--- config.mk ---
export PLATFORM = sky130hd
export DESIGN_NAME = dma_fifo_port
export DESIGN_NICKNAME = d
export VERILOG_FILES = /design/src/dma_hs_pkg.sv /design/src/strobe_sync.sv /design/src/dma_fifo_port.sv
export SDC_FILE = /design/constraint.sdc
export NUM_CORES = 1
export LEC_CHECK = 0
export BUFFER_PORTS_ARGS = -buffer_cell sky130_fd_sc_hd__buf_2
export CORE_MARGIN = 2
export CORE_UTILIZATION = 49
export CTS_BUF_LIST = sky130_fd_sc_hd__clkbuf_8 sky130_fd_sc_hd__clkbuf_16
export DETAILED_ROUTE_END_ITERATION = 8
export GPL_TIMING_DRIVEN = 0
export PLACE_DENSITY = 0.85
export SETUP_SLACK_MARGIN = 0.05
export SLEW_MARGIN = 20
export SYNTH_ARGS = -nofsm -noshare
export SYNTH_HDL_FRONTEND = slang
export SYNTH_SLANG_ARGS = --single-unit
--- constraint.sdc ---
create_clock -name CLK_I -period 2 [get_ports CLK_I]
set_clock_uncertainty 0.2 [all_clocks]
set_input_delay 0 -clock CLK_I [delete_from_list [all_inputs] [get_ports CLK_I]]
set_output_delay 0 -clock CLK_I [all_outputs]
set_load 0.01 [all_outputs]
--- src/dma_hs_pkg.sv ---
package dma_hs_pkg;
   localparam int DATA_W = 16;
   localparam int ADDR_W = 7;
   localparam int CNT_W = 11;
   // data port offset on the address lines in address-plus-select mode
   localparam logic [ADDR_W-1:0] DMA_PORT_ADDR = 7'h10;
   localparam logic BURST_CYCLE_STEAL = 1'b0;
   localparam logic BURST_BURST = 1'b1;
   localparam logic [CNT_W-1:0] CNT_ZERO = 11'h000;
   localparam logic [CNT_W-1:0] CNT_ONE = 11'h001;
   localparam logic [1:0] SYNC_ZERO = 2'h0;
   typedef enum logic [1:0] {
      ST_IDLE,
      ST_REQ,
      ST_WAIT_END
   } req_state_t;
endpackage

--- src/strobe_sync.sv ---
`default_nettype none
// two-stage synchroniser with a registered copy for edge detection
module strobe_sync
   import dma_hs_pkg::*;
(
   input wire logic clk_i,
   input wire logic reset_n_i,
   input wire logic async_i,
   output logic sync_o,
   output logic prev_o
);
   logic [1:0] pipe_r;
   always_ff @(posedge clk_i or negedge reset_n_i) begin
      if (!reset_n_i) begin
         pipe_r <= SYNC_ZERO;
         prev_o <= 1'b0;
      end else begin
         pipe_r <= {pipe_r[0], async_i};
         prev_o <= pipe_r[1];
      end
   end
   assign sync_o = pipe_r[1];
endmodule
`default_nettype wire

--- src/dma_fifo_port.sv ---
`default_nettype none
// Notes on behaviour
// cycle steal: one request per data element, element completes before next request
// burst: request held until buffer emptied or filled, then dropped
// ack-with-strobes mode: controller asserts ack with strobe, chip select high
// ack-with-strobes mode: write ignores read/data strobes, read ignores write/data strobes
// ack-with-data-strobe mode: ack plus data strobe, read/write strobes ignored
// address mode: address, chip select and strobes; ack and data strobe ignored
// transfer-end pin: output when reading buffer, input when writing
// reading: transfer-end output marks the final data element
// end select 0: count, short, zero-length; 1 adds interrupt, drops empty zero-length
// zero-length packet into empty buffer raises no request
// writing: transfer-end input releases buffer as if buffer-valid set
// request only while selected pipe buffer is ready
// pipe selection fixed before and during a transfer
// mode settings configured before accesses and held while active
module dma_fifo_port
   import dma_hs_pkg::*;
(
   // clock and reset
   input wire logic CLK_I,
   input wire logic RESET_N_I,
   // configuration
   input wire logic BURST_I,
   input wire logic ACK_PIN_ENABLE_I,
   input wire logic STROBE_STYLE_SELECT_I,
   input wire logic END_CONDITION_SELECT_I,
   input wire logic READ_DIR_I,
   // buffer side of the selected pipe
   input wire logic BUF_READY_I,
   input wire logic [CNT_W-1:0] BUF_COUNT_I,
   input wire logic TRANS_COUNT_END_I,
   input wire logic SHORT_PKT_I,
   input wire logic ZERO_LEN_PKT_I,
   input wire logic PACKET_READY_INTERRUPT_I,
   // external controller pins
   input wire logic DMA_ACKNOWLEDGE_IN_I,
   input wire logic READ_STROBE_N_I,
   input wire logic WRITE_STROBES_N_I,
   input wire logic SINGLE_DATA_STROBE_N_I,
   input wire logic CHIP_SELECT_N_I,
   input wire logic [ADDR_W-1:0] PORT_ADDRESS_LINES_I,
   input wire logic TRANSFER_END_I,
   output logic DMA_REQUEST_OUT_O,
   output logic TRANSFER_END_O,
   output logic TRANSFER_END_OE_O,
   // to the buffer logic
   output logic ELEMENT_DONE_O,
   output logic BUFFER_VALID_FLAG_O
);
   logic ack_s, ack_p, rd_s, rd_p, wr_s, wr_p, ds_s, ds_p, cs_s, cs_p, te_s, te_p;
   logic [ADDR_W-1:0] addr_m_r, addr_r, addr_d_r;
   logic sel_cur, sel_prev, access_end;
   logic end_armed_r;
   logic zlp_empty;
   req_state_t state_r, state_nxt;

   strobe_sync u_ack (.clk_i(CLK_I), .reset_n_i(RESET_N_I), .async_i(DMA_ACKNOWLEDGE_IN_I),
      .sync_o(ack_s), .prev_o(ack_p));
   strobe_sync u_rd (.clk_i(CLK_I), .reset_n_i(RESET_N_I), .async_i(~READ_STROBE_N_I),
      .sync_o(rd_s), .prev_o(rd_p));
   strobe_sync u_wr (.clk_i(CLK_I), .reset_n_i(RESET_N_I), .async_i(~WRITE_STROBES_N_I),
      .sync_o(wr_s), .prev_o(wr_p));
   strobe_sync u_ds (.clk_i(CLK_I), .reset_n_i(RESET_N_I), .async_i(~SINGLE_DATA_STROBE_N_I),
      .sync_o(ds_s), .prev_o(ds_p));
   strobe_sync u_cs (.clk_i(CLK_I), .reset_n_i(RESET_N_I), .async_i(~CHIP_SELECT_N_I),
      .sync_o(cs_s), .prev_o(cs_p));
   strobe_sync u_te (.clk_i(CLK_I), .reset_n_i(RESET_N_I), .async_i(TRANSFER_END_I),
      .sync_o(te_s), .prev_o(te_p));

   // address lines synchronised, then a delayed copy for the trailing edge
   // no gray code: the address must settle a cycle before its strobe falls
   always_ff @(posedge CLK_I or negedge RESET_N_I) begin
      if (!RESET_N_I) begin
         addr_m_r <= '0;
         addr_r <= '0;
         addr_d_r <= '0;
      end else begin
         addr_m_r <= PORT_ADDRESS_LINES_I;
         addr_r <= addr_m_r;
         addr_d_r <= addr_r;
      end
   end

   // qualified access, judged by mode and direction; other strobes never looked at
   always_comb begin
      sel_cur = 1'b0;
      sel_prev = 1'b0;
      if (ACK_PIN_ENABLE_I && !STROBE_STYLE_SELECT_I) begin
         // chip select must stay high here, so it is not a qualifier
         if (READ_DIR_I) begin
            sel_cur = ack_s && rd_s;
            sel_prev = ack_p && rd_p;
         end else begin
            sel_cur = ack_s && wr_s;
            sel_prev = ack_p && wr_p;
         end
      end else if (ACK_PIN_ENABLE_I) begin
         sel_cur = ack_s && ds_s;
         sel_prev = ack_p && ds_p;
      end else if (!STROBE_STYLE_SELECT_I) begin
         sel_cur = cs_s && (addr_r == DMA_PORT_ADDR) && (READ_DIR_I ? rd_s : wr_s);
         // previous access qualified by the previous address, else a foreign access counts
         sel_prev = cs_p && (addr_d_r == DMA_PORT_ADDR) && (READ_DIR_I ? rd_p : wr_p);
      end
   end
   // element completes when its strobe is released
   assign access_end = sel_prev && !sel_cur;

   always_ff @(posedge CLK_I or negedge RESET_N_I) begin
      if (!RESET_N_I) begin
         ELEMENT_DONE_O <= 1'b0;
      end else begin
         ELEMENT_DONE_O <= access_end;
      end
   end

   // empty buffer with zero-length packet offers nothing to move
   assign zlp_empty = ZERO_LEN_PKT_I && (BUF_COUNT_I == CNT_ZERO);

   // request state machine
   always_comb begin
      state_nxt = state_r;
      case (state_r)
         ST_IDLE: begin
            if (BUF_READY_I && !zlp_empty) begin
               state_nxt = ST_REQ;
            end
         end
         ST_REQ: begin
            if (!BUF_READY_I) begin
               state_nxt = ST_IDLE;
            end else if (access_end) begin
               // cycle steal drops after every element, burst only when buffer is done
               if (BURST_I == BURST_CYCLE_STEAL) begin
                  state_nxt = ST_WAIT_END;
               end else if (READ_DIR_I && BUF_COUNT_I == CNT_ONE) begin
                  state_nxt = ST_WAIT_END;
               end
            end
         end
         ST_WAIT_END: begin
            // one idle cycle lets the buffer count settle before a fresh request
            state_nxt = ST_IDLE;
         end
         default: begin
            state_nxt = ST_IDLE;
         end
      endcase
   end

   always_ff @(posedge CLK_I or negedge RESET_N_I) begin
      if (!RESET_N_I) begin
         state_r <= ST_IDLE;
      end else begin
         state_r <= state_nxt;
      end
   end

   always_ff @(posedge CLK_I or negedge RESET_N_I) begin
      if (!RESET_N_I) begin
         DMA_REQUEST_OUT_O <= 1'b0;
      end else begin
         DMA_REQUEST_OUT_O <= (state_nxt == ST_REQ);
      end
   end

   // end condition for reading direction
   always_ff @(posedge CLK_I or negedge RESET_N_I) begin
      if (!RESET_N_I) begin
         end_armed_r <= 1'b0;
      end else if (!READ_DIR_I || !BUF_READY_I) begin
         end_armed_r <= 1'b0;
      end else begin
         end_armed_r <= TRANS_COUNT_END_I || SHORT_PKT_I
            || (ZERO_LEN_PKT_I && !(END_CONDITION_SELECT_I && zlp_empty))
            || (END_CONDITION_SELECT_I && PACKET_READY_INTERRUPT_I);
      end
   end

   // transfer-end output marks the last element of the buffer
   always_ff @(posedge CLK_I or negedge RESET_N_I) begin
      if (!RESET_N_I) begin
         TRANSFER_END_O <= 1'b0;
         TRANSFER_END_OE_O <= 1'b0;
      end else begin
         TRANSFER_END_OE_O <= READ_DIR_I;
         TRANSFER_END_O <= READ_DIR_I && end_armed_r
            && (BUF_COUNT_I <= CNT_ONE);
      end
   end

   // transfer-end input while writing sends the buffered data
   always_ff @(posedge CLK_I or negedge RESET_N_I) begin
      if (!RESET_N_I) begin
         BUFFER_VALID_FLAG_O <= 1'b0;
      end else begin
         BUFFER_VALID_FLAG_O <= !READ_DIR_I && te_s && !te_p;
      end
   end
endmodule
`default_nettype wire

After elaboration in Yosys (flattened, before gate mapping) --
Index checks and enable logic that the tools add are counted.
Word-level totals: flip-flop bits (word level) 47, input port bits 36, output and inout port bits 5, word-level logic and storage cells 84
Cells by class: magnitude comparators 1, equal/unequal tests 5, mux-type cells 17, bitwise gates (word level) 4, reduce and logical (&&, ||, !) cells 35
Operator list (number):
- $logic_and A1 B1 Y1 | 22
- $eq A7 B5 Y1 const B | 2
- $eq A11 B1 Y1 const B | 1
- $le A11 B1 Y1 const B | 1
- $logic_not A11 Y1 | 1
- $mux W1 | 11
- $mux W2 | 5
- $logic_not A1 Y1 | 7
- $eq A2 B1 Y1 const B | 2
- $logic_or A1 B1 Y1 | 4
- $not A1 Y1 | 4
- $pmux W2 S2 | 1
- $logic_not A2 Y1 | 1

Depth between registers and ports, before layout --
depth in word-level cells 12, mapped depth 6, gate-level depth less buffers 5

By module --
A second synthesis with hierarchy kept.
Second synthesis, totals: cells, all modules 88, area, all modules 1463.9 sq um
By module, submodules not included:
- dma_fifo_port | instances 1, cells each 70, area each 1013.5 sq um, seq. area each 725.7 sq um
- strobe_sync | instances 6, cells each 3, area each 75.1 sq um, seq. area each 75.1 sq um

Least setup slack after synthesis --
OpenSTA, ideal clock, no wires.
path type reg-to-reg, start point register addr_r[0], end point register state_r[1], setup time 0.120 ns, data arrival time 1.188 ns, setup slack 0.492 ns, stages on the path, launching flop included 6, buffers on the path 0, cells stage by stage dfrtp_1 > nor4_1 > nand2_1 > nor3_1 > nor4_4 > and3_1
On the way: word-level cells in the longest chain between the ends 11
RTL lines:
- start: declaration | RTL line dma_fifo_port.sv:52 | logic [ADDR_W-1:0] addr_m_r, addr_r, addr_d_r;
- start signal: assignment | RTL line dma_fifo_port.sv:80 | addr_r <= addr_m_r;
- $eq A7 B5 Y1 | RTL line dma_fifo_port.sv:102 | sel_cur = cs_s && (addr_r == DMA_PORT_ADDR) && (READ_DIR_I ? rd_s : wr_s);
- $logic_and A1 B1 Y1 (2 in series) | RTL line dma_fifo_port.sv:102
- $mux W1 | RTL line dma_fifo_port.sv:101 | end else if (!STROBE_STYLE_SELECT_I) begin
- $mux W1 | RTL line dma_fifo_port.sv:98 | end else if (ACK_PIN_ENABLE_I) begin
- $mux W1 | RTL line dma_fifo_port.sv:89 | if (ACK_PIN_ENABLE_I && !STROBE_STYLE_SELECT_I) begin
- $logic_not A1 Y1 | RTL line dma_fifo_port.sv:108 | assign access_end = sel_prev && !sel_cur;
- $logic_and A1 B1 Y1 | RTL line dma_fifo_port.sv:108
- named net access_end | RTL line dma_fifo_port.sv:53 | logic sel_cur, sel_prev, access_end;
- $mux W2 | RTL line dma_fifo_port.sv:133 | end else if (access_end) begin
- $mux W2 | RTL line dma_fifo_port.sv:131 | if (!BUF_READY_I) begin
- $pmux W2 S2 | RTL line dma_fifo_port.sv:124 | case (state_r)
- named net state_nxt[1] | RTL line dma_fifo_port.sv:56 | req_state_t state_r, state_nxt;
- end signal: assignment | RTL line dma_fifo_port.sv:156 | state_r <= state_nxt;
- end: declaration | RTL line dma_fifo_port.sv:56
The timed path passes the listed nets, and every way through them passes these cells.

Final worst setup path --
start point input port BUF_COUNT_I[4], end point register end_armed_r
On the way: word-level cells in the longest chain between the ends 8
RTL lines:
- start: declaration | RTL line dma_fifo_port.sv:31 | input wire logic [CNT_W-1:0] BUF_COUNT_I,
- $logic_not A11 Y1 | RTL line dma_fifo_port.sv:119 | assign zlp_empty = ZERO_LEN_PKT_I && (BUF_COUNT_I == CNT_ZERO);
- $logic_and A1 B1 Y1 | RTL line dma_fifo_port.sv:119
- $logic_and A1 B1 Y1 | RTL line dma_fifo_port.sv:176 | || (ZERO_LEN_PKT_I && !(END_CONDITION_SELECT_I && zlp_empty))
- $logic_not A1 Y1 | RTL line dma_fifo_port.sv:176
- $logic_and A1 B1 Y1 | RTL line dma_fifo_port.sv:176
- $logic_or A1 B1 Y1 | RTL line dma_fifo_port.sv:176
- $logic_or A1 B1 Y1 | RTL line dma_fifo_port.sv:177 | || (END_CONDITION_SELECT_I && PACKET_READY_INTERRUPT_I);
- $mux W1 | RTL line dma_fifo_port.sv:172 | end else if (!READ_DIR_I || !BUF_READY_I) begin
- end signal: assignment | RTL line dma_fifo_port.sv:175 | end_armed_r <= TRANS_COUNT_END_I || SHORT_PKT_I
- end: declaration | RTL line dma_fifo_port.sv:54 | logic end_armed_r;
No other way between the ends.

==> results.toml <==
[routing]
dr.pass1.iters = 4
drtIter0Drc = 15
drc_errors = 0
wl_mm = 3.146
drt-vias-per-instance = 5.073
antenna_left = 0
routedWlPerCell_um = 16.30
vias = 979

[power_and_ir_drop]
ir_drop_mv = 1.129
powerDensity_nw_per_um2 = 895.3
leakage_uw = 0.0009902

[floorplanning]
start_util_pct = 52.14
dieWidth_um = 58.40
die_area_um2 = 3411
chipHeight_um = 58.40
num_rows = 19
coreArea_um2 = 2781
ios = 41

[critical_path]
crit_path_max_fanout = 3
reg2reg_depth = 5
worstPathRequired_ns = 1.99
r2r_setup_slack_ns = 0.22
crit-reg2reg-capture = "state_r[1]"
end_kind = "flip-flop"
r2r_start = "addr_r[1]"
crit_top_cell = "dlygate4sd3_1"
slowest_delay_ns = 0.57
crit_arrival_ns = 1.89
crit_type = "input pin to flip-flop"
start_kind = "input pin"
crit_path_cell_trace = "dlygate4sd3_1 > buf_2 > nor2_1 > nand3_1 > or2_2 > o21ai_1 > a21oi_1 > dlygate4sd3_1"
cp_slowest_cell = "dlygate4sd3_1"

[global_route]
grt_pass1_vias = 1050
overflow = 0
grt_pass1_wl_mm = 4.733
antenna_found_initial = 0
grt_use_total_pct = 20.66
grt_max_degree = 48

[timing]
finalSetupViolCount = 0
worst_pin_slew_ns = 0.5277
fin_crit_sh_pct = 94.99
final.setup.tns_ns = 0
max-slew-margin-rel_pct = 64.82
hold_viol_final = 0
period_minus_slack_ns = 1.900
max_freq_mhz = 526.4
rsz0062_at_grt = "false"
slew_violations = 0
hold_ws_ns = 0.006474

[final_layout]
nNetsFinal = 197
syn2layout_area_growth_pct = 42.02
fillers = 167
stdcell_count = 193
final_area_um2 = 2059
antenna_cells = 0
layout-drive-gt1-share_pct = 33.33

[synthesis]
yosys.area_share.simple_pct = 10.27
postSynthCellCount = 90
synth_mux_area_share_pct = 1.639
ys_warn_count = 0
post_synth_num_cell_types = 24
synth_compound_area_share_pct = 4.659
synth-xor-area-share_pct = 0
syn_area_per_cell_um2 = 16.11
synth-seq-area-share_pct = 81.10
synth_top_family_by_area = "simple AND/OR/NAND/NOR gates"
synth-seq-cells = 47
syn_nets = 126
syn_area_um2 = 1450
synth_fa_ha_area_share_pct = 0

[placement]
dp_hpwl_mm = 1.585
postPlaceCellArea_um2 = 1689
port-buffer-count = 40
place_congestion = 0.7170
dp.cells = 161

[cts]
cts_resized = 0
cts_made_buffers = 5
clockBufferDepth = 2
clock_sinks = 47
clk-insertion-delay-late_ns = 0.30
path_clk_slew_ns = 0.09
tritoncts = "yes"
htreeDepth = 2
clockRootBuffer = "clkbuf_8"

[run_status]
status = "completed"

[run]
drv_cap = 0

[worst_hold_path]
min_path_type = "input pin to async pin"
-- synth_stat cells --
master | n | share of area [%]
dfrtp_1 | 47 | 81
inv_1 | 6 | 1.6
nand2_1 | 6 | 1.6
a21oi_1 | 4 | 1.4
nor4_1 | 4 | 1.7
nor2_1 | 3 | 0.78
nor4bb_1 | 2 | 1.4
o21ai_0 | 2 | 0.69
a211oi_1 | 1 | 0.52
a41oi_1 | 1 | 0.60
and2_1 | 1 | 0.43
and3_1 | 1 | 0.43
buf_6 | 1 | 0.78
mux2i_1 | 1 | 0.69
mux2i_2 | 1 | 0.95
nand2b_1 | 1 | 0.43
nand3_1 | 1 | 0.34
nor2b_1 | 1 | 0.43
nor3_1 | 1 | 0.34
nor3b_1 | 1 | 0.52
nor4_4 | 1 | 1.5
o21ai_1 | 1 | 0.34
o32ai_2 | 1 | 1.1
or2_2 | 1 | 0.43
-- sequential cells by signal (all words and copies together), names as in the netlist, 2 cells and up --
register and cells:
addr_d_r 7, u_wr.pipe_r 2, u_rd.pipe_r 2, state_r 2, u_te.pipe_r 2, u_ds.pipe_r 2
addr_r 7, u_ack.pipe_r 2, u_cs.pipe_r 2, addr_m_r 7
-- metrics by stage --
stage,utilization (%),total power [uW],setup WS (ns)
floorplan,-,1060,0.4923
global placement,60.73,1118,0.3989
detailed placement,60.73,1127,0.3160
CTS,73.05,1827,0.1227
global route,74.04,1910,0.05456
finish,74.04,1844,0.1002
-- worst max-delay path: cells and delay by family --
family	cells	cell delay (ns)
buffers and inverters	3	1.23
AO/OA/AOI/OAI	2	0.19
AND/OR/NAND/NOR	3	0.49
-- layout make-up --
class | instances | area (um2) | area share (%)
timing repair buffer | 64 | 457.9 | 22.24
tap | 31 | 38.79 | 1.883
sequential | 47 | 1176 | 57.11
clock inverter | 3 | 43.79 | 2.126
multi-input combinational | 36 | 240.2 | 11.66
clock buffer | 5 | 68.82 | 3.341
buffer | 1 | 11.26 | 0.5468
inverter | 6 | 22.52 | 1.094
-- worst max path at each step --
stage,cells past startpoint,startpoint,to
floorplan,5,addr_r[0],state_r[1]
global placement,5,addr_r[0],state_r[1]
detailed placement,5,addr_r[1],state_r[1]
CTS,8,BUF_COUNT_I[4],end_armed_r
global route,8,BUF_COUNT_I[4],end_armed_r
finish,8,BUF_COUNT_I[4],end_armed_r
-- logic make-up (layout without fill, tap and decap cells) --
group	after synthesis	count (layout)
compound gates	10	10
buf+inv	7	79
flops	47	47
mux	2	2
simple gates	24	24
-- layer usage --
metal,part of all wire (%),wire length [um],track usage [%]
met5,0,0,0
met4,6.4,201,18.27
met3,4.8,150,7.692
met2,53,1671,33.23
met1,36,1124,20.80
-- cell usage in the layout (no fill, tap or decap), types with 2 or more instances in the layout --
cell,instances
dfrtp_1,47
o21ai_0,2
buf_2,40
nor2_1,3
clkbuf_8,5
dlygate4sd3_1,23
nor4_1,4
nand2_1,6
nor4bb_1,2
inv_1,6
a21oi_1,4
-- power breakdown --
part / switching, uW / leakage (uW) / internal [uW]
logic: 62.5 / 0.000375 / 78.1
registers: 19.9 / 0.000557 / 996
clock network: 315 / 0.0000581 / 372
-- repair_timing --
item,CTS,global route
hold buffers,23,0
endpoints found under the hold margin,68,0
buffers inserted,0,0
Note: power is estimated with default switching activity, not from simulation.
